**src/core/dtf_defs.svh**
```systemverilog
`ifndef DTF_DEFS_SVH
`define DTF_DEFS_SVH
// ---------------------------------------------------------------
// register indices on the plain register port
// ---------------------------------------------------------------
`define DTF_REG_CTRL   2'h0
`define DTF_REG_FIFOH  2'h1
`define DTF_REG_FIFOL  2'h2
`define DTF_REG_COUNT  2'h3
// ---------------------------------------------------------------
// control register fields and sizes
// ---------------------------------------------------------------
`define DTF_ARM_BIT    0
`define DTF_END_BIT    1
`define DTF_EVT_BIT    2
`define DTF_CTRL_RST   3'h0
`define DTF_BLANK_CYC  2'h2
`define DTF_FIFO_DEPTH 8
`define DTF_ADDR_W     16
`define DTF_DATA_W     8
`define DTF_ZERO_BYTE  8'h00
`define DTF_ZERO_WORD  16'h0000
`endif

```
**src/core/dtf_pkg.sv**
```systemverilog
package dtf_pkg;
  // ---------------------------------------------------------------
  // change-of-flow classes reported with each executed opcode
  // ---------------------------------------------------------------
  typedef enum logic [3:0] {
    COF_SEQ, COF_COND_TAKEN, COF_BRANCH_ALWAYS_INSN,
    COF_BRANCH_NEVER_INSN, COF_JUMP_INSN_IND,
    COF_JUMP_SUBROUTINE_INSN_IND, COF_INTERRUPT,
    COF_RETURN_FROM_INTERRUPT_INSN, COF_RETURN_SUB, COF_DIRECT
  } dtf_cof_t;
  // trace sequencer states
  typedef enum logic [2:0] {
    ST_IDLE, ST_WAIT, ST_BLANK, ST_RUN, ST_DONE
  } dtf_state_t;
  // cpu side events, all on the bus clock
  typedef struct packed {
    logic        fetch_valid;
    logic        fetch_tag;
    logic [15:0] fetch_addr;
    logic        flush;
    logic        exec_valid;
    logic [15:0] exec_addr;
    dtf_cof_t    cof_kind;
    logic [15:0] dest_addr;
  } dtf_cpu_t;
  // software control bits
  typedef struct packed {
    logic evt_only;
    logic end_trace;
    logic arm;
  } dtf_ctrl_t;
endpackage : dtf_pkg

```
**src/core/dtf_trace.sv**
```systemverilog
// Added by the designer: the plain strobed port and the register offsets.
`timescale 1ns/100ps
`include "dtf_defs.svh"
// ---------------------------------------------------------------
// capture fifo
// ---------------------------------------------------------------
module dtf_fifo #(
  parameter int W = `DTF_ADDR_W,
  parameter int D = `DTF_FIFO_DEPTH
) (
  input  wire logic                   mclk,
  input  wire logic                   nrst,
  input  wire logic                   in_valid,
  output logic                        in_ready,
  input  wire logic [W-1:0]           in_data,
  output logic                        out_valid,
  input  wire logic                   out_ready,
  output logic [W-1:0]                out_data,
  output logic [$clog2(D+1)-1:0]      level
);
  localparam int PW = $clog2(D);
  localparam int LW = $clog2(D+1);
  logic [W-1:0]  mem_q [D];
  logic [PW-1:0] wp_q, wp_d, rp_q, rp_d;
  logic [LW-1:0] lvl_q, lvl_d;
  logic          wr, rd;

  // flags from the occupancy count; a pop frees room for a push
  assign in_ready  = (lvl_q != LW'(D)) | out_ready;
  assign out_valid = (lvl_q != '0);
  assign out_data  = mem_q[rp_q];
  assign level     = lvl_q;
  assign wr        = in_valid & in_ready;
  assign rd        = out_valid & out_ready;

  // pointer and count next values
  always_comb begin
    wp_d  = wp_q;
    rp_d  = rp_q;
    lvl_d = lvl_q;
    if (wr)
      wp_d = (wp_q == PW'(D-1)) ? '0 : wp_q + 1'b1;
    if (rd)
      rp_d = (rp_q == PW'(D-1)) ? '0 : rp_q + 1'b1;
    if (wr && !rd)
      lvl_d = lvl_q + 1'b1;
    else if (rd && !wr)
      lvl_d = lvl_q - 1'b1;
  end

  always_ff @(posedge mclk or negedge nrst) begin
    if (!nrst) begin
      wp_q  <= '0;
      rp_q  <= '0;
      lvl_q <= '0;
    end else begin
      wp_q  <= wp_d;
      rp_q  <= rp_d;
      lvl_q <= lvl_d;
    end
  end

  // storage, written only on an accepted push
  always_ff @(posedge mclk) begin
    if (wr)
      mem_q[wp_q] <= in_data;
  end
endmodule : dtf_fifo

// ---------------------------------------------------------------
// trace capture top
// ---------------------------------------------------------------
// Functional notes
// (RULE1) When fewer than eight entries are valid the host dummy-reads (8 - count) - 1 times before the first useful entry.
// (RULE2) For address trace the host reads the high byte before the low byte to get one coherent word.
// (RULE3) Reading the low byte advances the fifo so the next entry is presented.
// (RULE4) Event-only modes store 8-bit values with an unused high byte read through the low byte alone.
// (RULE5) A change-of-flow on the starting trigger or in the two cycles after it is not captured.
// (RULE6) In end-trace a change-of-flow that is the trigger is stored as the last entry of the run.
// (RULE7) While not armed each low-byte read pushes the last fetched opcode address.
// (RULE8) The fifo holds eight entries so eight low-byte reads first fill it when profiling.
// (RULE9) A profiling host reads high then low periodically and drops the first eight samples.
// (RULE10) Only instructions that break sequential flow make an entry.
// (RULE11) A taken conditional branch stores the address of its own opcode.
// (RULE12) Branch-always and branch-never make no entry.
// (RULE13) Indirect jump and indirect subroutine jump store the run-time destination.
// (RULE14) Interrupt entry and both returns store the destination address.
// (RULE15) A tag marks an opcode at fetch and acts only if it executes; a flush cancels it.
// (RULE16) A valid-entry count rises per capture, saturates at depth and is readable.
module dtf_trace #(
  parameter int DEPTH = `DTF_FIFO_DEPTH
) (
  input  wire logic                   mclk,
  input  wire logic                   nrst,
  input  wire dtf_pkg::dtf_cpu_t      cpu,
  input  wire logic [7:0]             evt_data,
  input  wire logic [1:0]             reg_addr,
  input  wire logic [7:0]             reg_wdata,
  input  wire logic                   reg_wr,
  input  wire logic                   reg_rd,
  output logic [7:0]                  reg_rdata,
  output logic                        trace_done
);
  localparam int LW = $clog2(DEPTH+1);
  dtf_pkg::dtf_ctrl_t  ctrl_q, ctrl_d;
  dtf_pkg::dtf_state_t state_q, state_d;
  logic [1:0]          blank_q, blank_d;
  logic [LW-1:0]       lead_q, lead_d;
  logic [15:0]         port_w;
  logic [15:0]         last_op_q, last_op_d;
  logic [7:0]          rdata_q, rdata_d;
  logic                tag_q, tag_d;
  logic                trig, cof_v, low_rd;
  logic [15:0]         cof_addr;
  logic                push, in_ready, pop, out_valid;
  logic [15:0]         push_data, out_data;
  logic [LW-1:0]       level;

  // ---------------------------------------------------------------
  // tag tracking and change-of-flow classification
  // ---------------------------------------------------------------
  assign trig   = cpu.exec_valid & tag_q;               // RULE15
  assign low_rd = reg_rd & (reg_addr == `DTF_REG_FIFOL);

  always_comb begin
    tag_d = tag_q;
    if (trig || cpu.flush)
      tag_d = 1'b0;                                     // RULE15
    if (cpu.fetch_valid && cpu.fetch_tag)
      tag_d = 1'b1;
    last_op_d = cpu.fetch_valid ? cpu.fetch_addr : last_op_q;
    cof_v    = 1'b0;
    cof_addr = cpu.dest_addr;
    if (cpu.exec_valid) begin
      case (cpu.cof_kind)
        dtf_pkg::COF_COND_TAKEN: begin
          cof_v    = 1'b1;
          cof_addr = cpu.exec_addr;                     // RULE11
        end
        dtf_pkg::COF_JUMP_INSN_IND,
        dtf_pkg::COF_JUMP_SUBROUTINE_INSN_IND:
          cof_v = 1'b1;                                 // RULE13
        dtf_pkg::COF_INTERRUPT,
        dtf_pkg::COF_RETURN_FROM_INTERRUPT_INSN,
        dtf_pkg::COF_RETURN_SUB:
          cof_v = 1'b1;                                 // RULE14
        default:
          cof_v = 1'b0;                                 // RULE10 RULE12
      endcase
    end
  end

  // ---------------------------------------------------------------
  // push and pop selection
  // ---------------------------------------------------------------
  always_comb begin
    push      = 1'b0;
    push_data = last_op_q;
    pop       = 1'b0;
    if (!ctrl_q.arm) begin
      push = low_rd;                                    // RULE7
      pop  = low_rd & (level == LW'(DEPTH));            // RULE8
    end else begin
      pop = low_rd & out_valid & (lead_q == '0);        // RULE3
      if (ctrl_q.evt_only) begin
        push      = trig && (state_q != dtf_pkg::ST_DONE);
        push_data = {`DTF_ZERO_BYTE, evt_data};         // RULE4
      end else begin
        push      = cof_v && (state_q == dtf_pkg::ST_RUN); // RULE5
        push_data = cof_addr;
      end
    end
  end

  // ---------------------------------------------------------------
  // sequencer, control register and read port
  // ---------------------------------------------------------------
  always_comb begin
    ctrl_d  = ctrl_q;
    state_d = state_q;
    blank_d = blank_q;
    lead_d  = lead_q;
    // data port shows the head when armed only once no blank slot stands ahead of it, when not armed only once the fifo is full
    port_w  = (out_valid && (ctrl_q.arm ? (lead_q == '0)
                                        : (level == LW'(DEPTH))))
              ? out_data : `DTF_ZERO_WORD;              // RULE3
    rdata_d = `DTF_ZERO_BYTE;
    if (reg_wr && reg_addr == `DTF_REG_CTRL)
      ctrl_d = dtf_pkg::dtf_ctrl_t'(reg_wdata[2:0]);
    case (state_q)
      dtf_pkg::ST_IDLE:
        if (ctrl_q.arm)
          state_d = (ctrl_q.end_trace || ctrl_q.evt_only)
                    ? dtf_pkg::ST_RUN : dtf_pkg::ST_WAIT;
      dtf_pkg::ST_WAIT:
        if (trig) begin
          state_d = dtf_pkg::ST_BLANK;                  // RULE5
          blank_d = `DTF_BLANK_CYC;
        end
      dtf_pkg::ST_BLANK: begin
        blank_d = blank_q - 1'b1;
        if (blank_q == 2'h1)
          state_d = dtf_pkg::ST_RUN;
      end
      dtf_pkg::ST_RUN:
        if (!in_ready)
          state_d = dtf_pkg::ST_DONE;
        else if (trig && ctrl_q.end_trace && !ctrl_q.evt_only)
          state_d = dtf_pkg::ST_DONE;                   // RULE6
      dtf_pkg::ST_DONE:
        state_d = dtf_pkg::ST_DONE;
      default:
        state_d = dtf_pkg::ST_IDLE;
    endcase
    if (!ctrl_q.arm)
      state_d = dtf_pkg::ST_IDLE;
    // blank slots ahead of the oldest entry, used up by captures and reads
    if (push && in_ready && lead_d != '0)
      lead_d = lead_d - 1'b1;
    if (ctrl_q.arm && low_rd && lead_q != '0 && lead_d != '0)
      lead_d = lead_d - 1'b1;
    if (state_q == dtf_pkg::ST_IDLE)
      lead_d = LW'(DEPTH - 1);
    if (reg_rd) begin
      case (reg_addr)
        `DTF_REG_CTRL:  rdata_d = {5'h00, ctrl_q};
        `DTF_REG_FIFOH: rdata_d = (ctrl_q.arm && ctrl_q.evt_only)
                                  ? `DTF_ZERO_BYTE
                                  : port_w[15:8];       // RULE4
        `DTF_REG_FIFOL: rdata_d = port_w[7:0];
        `DTF_REG_COUNT: rdata_d = 8'(level);            // RULE16
        default:        rdata_d = `DTF_ZERO_BYTE;
      endcase
    end
  end

  always_ff @(posedge mclk or negedge nrst) begin
    if (!nrst) begin
      ctrl_q    <= dtf_pkg::dtf_ctrl_t'(`DTF_CTRL_RST);
      state_q   <= dtf_pkg::ST_IDLE;
      blank_q   <= 2'h0;
      lead_q    <= LW'(DEPTH - 1);
      last_op_q <= `DTF_ZERO_WORD;
      rdata_q   <= `DTF_ZERO_BYTE;
      tag_q     <= 1'b0;
    end else begin
      ctrl_q    <= ctrl_d;
      state_q   <= state_d;
      blank_q   <= blank_d;
      lead_q    <= lead_d;
      last_op_q <= last_op_d;
      rdata_q   <= rdata_d;
      tag_q     <= tag_d;
    end
  end

  assign reg_rdata  = rdata_q;
  assign trace_done = (state_q == dtf_pkg::ST_DONE);

  // eight-entry capture buffer; filling it during a run ends the trace (ST_DONE)
  dtf_fifo #(
    .W (`DTF_ADDR_W),
    .D (DEPTH)
  ) u_fifo (
    .mclk      (mclk),
    .nrst      (nrst),
    .in_valid  (push),
    .in_ready  (in_ready),
    .in_data   (push_data),
    .out_valid (out_valid),
    .out_ready (pop),
    .out_data  (out_data),
    .level     (level)
  );
endmodule : dtf_trace

```
**config.mk**
```make
export PLATFORM = sky130hd
export DESIGN_NAME = dtf_trace
export DESIGN_NICKNAME = d
export VERILOG_FILES = /design/src/core/dtf_pkg.sv /design/src/core/dtf_trace.sv
export VERILOG_INCLUDE_DIRS = /design/src /design/src/core
export SDC_FILE = /design/constraint.sdc
export NUM_CORES = 1
export LEC_CHECK = 0
export BUFFER_PORTS_ARGS = -buffer_cell sky130_fd_sc_hd__buf_4
export CORE_ASPECT_RATIO = 1.1
export CORE_MARGIN = 4
export CORE_UTILIZATION = 50
export DETAILED_ROUTE_END_ITERATION = 8
export PLACE_DENSITY = 0.81
export SLEW_MARGIN = 10
export SYNTH_ARGS = -nofsm -noshare
export SYNTH_HDL_FRONTEND = slang
export SYNTH_HIERARCHICAL = 1
export SYNTH_SLANG_ARGS = --single-unit
```
**constraint.sdc**
```tcl
create_clock -name mclk -period 11.7 [get_ports mclk]
set_input_delay 1.755 -clock mclk [delete_from_list [all_inputs] [get_ports mclk]]
set_output_delay 1.755 -clock mclk [all_outputs]
set_load 0.05 [all_outputs]
```
==> results.sh <==
export IMPL_status="completed"
export IMPL_crit_type="input port to register"
export IMPL_synth_edf_count=128
export IMPL_cts_sinks=175
export IMPL_nets=690
export IMPL_synth_xor_area_share=0.00655
export IMPL_grt_ovfl_total=0
export IMPL_pin_count=87
export IMPL_cts_repair_resized=0
export IMPL_numCtsBuffers=17
export IMPL_die_height_um=141
export IMPL_critPathMaxFanout=8
export IMPL_finalHoldViolations=0
export IMPL_drive_gt1_frac=0.296
export IMPL_fin_crit_sh=0.369
export IMPL_synth_cell_types=58
export IMPL_synth_mux_area_frac=0.188
export IMPL_synth_cells=525
export IMPL_fin_worst_skew_ns=0.0113
export IMPL_htree_levels=4
export IMPL_rsz0062_at_grt="false"
export IMPL_leakage_nw=3.60
export IMPL_antennaDiodeCount=0
export IMPL_synthArstFlopShare=0.269
export IMPL_clock_latency_ns=0.42
export IMPL_cp_start_kind="input port"
export IMPL_post_cts_buffers=0
export IMPL_syn_num_nets=614
export IMPL_synth_top_area_frac=0.479
export IMPL_grtUsageMet3=0.0379
export IMPL_hpwl_mm=11.3
export IMPL_worstMarginPinSlew_ns=1.16
export IMPL_top_usage_layer="met2"
export IMPL_synth_compound_area_share=0.0588
export IMPL_area_growth_pct=17.1
export IMPL_ys_flop_type="edfxtp_1"
export IMPL_setup_viol=0
export IMPL_max_vdd_ir_drop_mv=0.125
export IMPL_synth_warnings=6
export IMPL_cts_root_buf="clkbuf_16"
export IMPL_synthAdderAreaFrac=0.0181
export IMPL_synth_seq_cells=175
export IMPL_relSlewSlack=0.226
export IMPL_grt_max_degree=48
export IMPL_powerDensity_nw_per_um2=198
export IMPL_grtUsageMet1=0.244
export IMPL_drtAntennaViolNets=0
export IMPL_synth_simple_area_share=0.0747
export IMPL_crit_required_ns=11.99
export IMPL_drt_total_wl_mm=17.4
export IMPL_fill_cells=1160
export IMPL_endpoint_kind="register"
export IMPL_cts_hold_buffers=0
export IMPL_tritoncts="done"
export IMPL_grt_util_met2=0.344
export IMPL_antenna_found_initial=0
export IMPL_die_width_um=129
export IMPL_regToRegSetupSlack_ns=7.65
export IMPL_crit_arrival_ns=4.61
export IMPL_drtIter0Drc=368
export IMPL_synth_top_family_by_area="multiplexers"
export IMPL_place_inst=782
export IMPL_via_count=4887
export IMPL_synthTopCellsByArea="edfxtp_1, dfrtp_1, mux4_1"
export IMPL_final_common_cell="edfxtp_1"
export IMPL_max_freq_mhz=232
export IMPL_clockBufferDepth=2
export IMPL_max_cap_violations=0
export IMPL_grt_usage=0.198
export IMPL_clk_pin_slew_worst_paths_ns=0.07
export IMPL_instances_no_fill=814
export IMPL_die_area_um2=18100
export IMPL_layout_min_cycle_time_ns=4.31
export IMPL_first_pass_iters=7
export IMPL_rows=48
export IMPL_grt_first_pass_wirelength_mm=27.2
export IMPL_avgSynthCellArea_um2=15.3
export IMPL_grt_pass1_vias=5036
export IMPL_portBuffers=81
export IMPL_netlist_area_um2=8020
export IMPL_synth_top_cell_by_area="edfxtp_1"
export IMPL_tns_ns=0
export IMPL_slew_violations=0
export IMPL_wl_per_cell_um=21.4
export IMPL_hold_class="register to register"
export IMPL_gp_congestion=0.827
export IMPL_seq_area_frac_synth=0.626
export IMPL_mostFrequentLayoutCells="edfxtp_1, buf_4, nand2_1"
export IMPL_core_area_um2=15700
export IMPL_drcViolationCount=0
export IMPL_viasPerCell=6.00
export IMPL_start_util=0.510
[worst paths after layout]
kind                            start  cells after the start         endpoint
max                           cpu[16]                     12  u_fifo/level[3]
min                        blank_q[1]                      2       blank_q[1]
max reg2reg                 ctrl_q[0]                     11  u_fifo/level[3]
min reg2reg                blank_q[1]                      2       blank_q[1]
max in group asynchronous        nrst                      1   u_fifo/wp_q[1]
min in group asynchronous        nrst                      1       blank_q[0]
[power breakdown]
group	internal, mW	leakage (nW)	switching (mW)
Sequential	0.777	1.75	0.0679
Clock	0.319	0.296	0.235
Combinational	0.211	1.55	0.254
[flip-flops by register name, indices dropped and copies added (netlist names)]
register      count
blank_q           2
ctrl_q            3
last_op_q        16
lead_q            4
reg_rdata         8
state_q           3
tag_q             1
u_fifo/level      4
u_fifo/mem_q    128
u_fifo/rp_q       3
u_fifo/wp_q       3
[synth_stat cells (2+ instances only)]
cell type and number:
a21oi_1 10, a22oi_1 8, a31oi_1 4, and2_1 2
buf_1 3, buf_2 4, buf_6 2, clkbuf_1 14
dfrtp_1 44, dfstp_2 3, edfxtp_1 128, ha_1 10
inv_1 17, mux2_2 43, mux2i_1 18, mux4_1 29
mux4_2 3, nand2_1 48, nand2b_1 7, nand3_1 4
nand4_1 7, nor2_1 21, nor2b_1 4, nor3_1 8
nor3b_1 3, nor4_1 3, nor4b_1 2, o211ai_1 4
o21a_1 2, o21ai_0 27, o22ai_1 8, or3_1 3
or4_1 3, xnor2_1 5
[stage by stage]
step | hold WS (ns) | instance area (µm²) | total power [mW] | util | worst slack [ns]
3_5_place_dp | 0.489 | 8810 | 1.32 | 0.560 | 6.97
2_1_floorplan | 0.448 | 8020 | 1.18 | - | 7.14
6_report | 0.494 | 9390 | 1.86 | 0.597 | 7.39
4_1_cts | 0.504 | 9390 | 1.87 | 0.597 | 7.42
5_1_grt | 0.529 | 9390 | 1.95 | 0.597 | 7.29
3_3_place_gp | 0.468 | 8810 | 1.28 | 0.560 | 7.12
[area by class of cell]
type,count,area [µm²],share of cell area
Sequential cell,175,5020,0.535
Multi-Input combinational cell,306,2840,0.303
Timing Repair Buffer,84,631,0.0671
Clock buffer,21,482,0.0513
Tap cell,200,250,0.0266
Clock inverter,11,100,0.0107
Inverter,17,63.8,0.00679
[worst max-delay path, stage by stage]
cell      delay, ns
buf_4          0.12
or3_1          0.38
a41oi_2        0.33
nor2_1         0.14
o21ai_2        0.26
inv_1          0.10
ha_1           0.28
inv_1          0.15
ha_1           0.32
or4_1          0.52
o211ai_1       0.13
o211ai_1       0.12
[per-layer routing]
layer | routed length [µm] | vias up
met4 | 427 | 0
met3 | 847 | 33
met1 | 6670 | 2478
met5 | 0 | -
li1 | - | 2204
met2 | 9470 | 172
[cell families after synthesis]
logic type	count (synthesis)
mux	94
compound gates	74
xor+xnor	6
flops	175
buf+inv	44
simple gates	121
fa+ha+maj	11
Power figures use the tool's default switching activity.
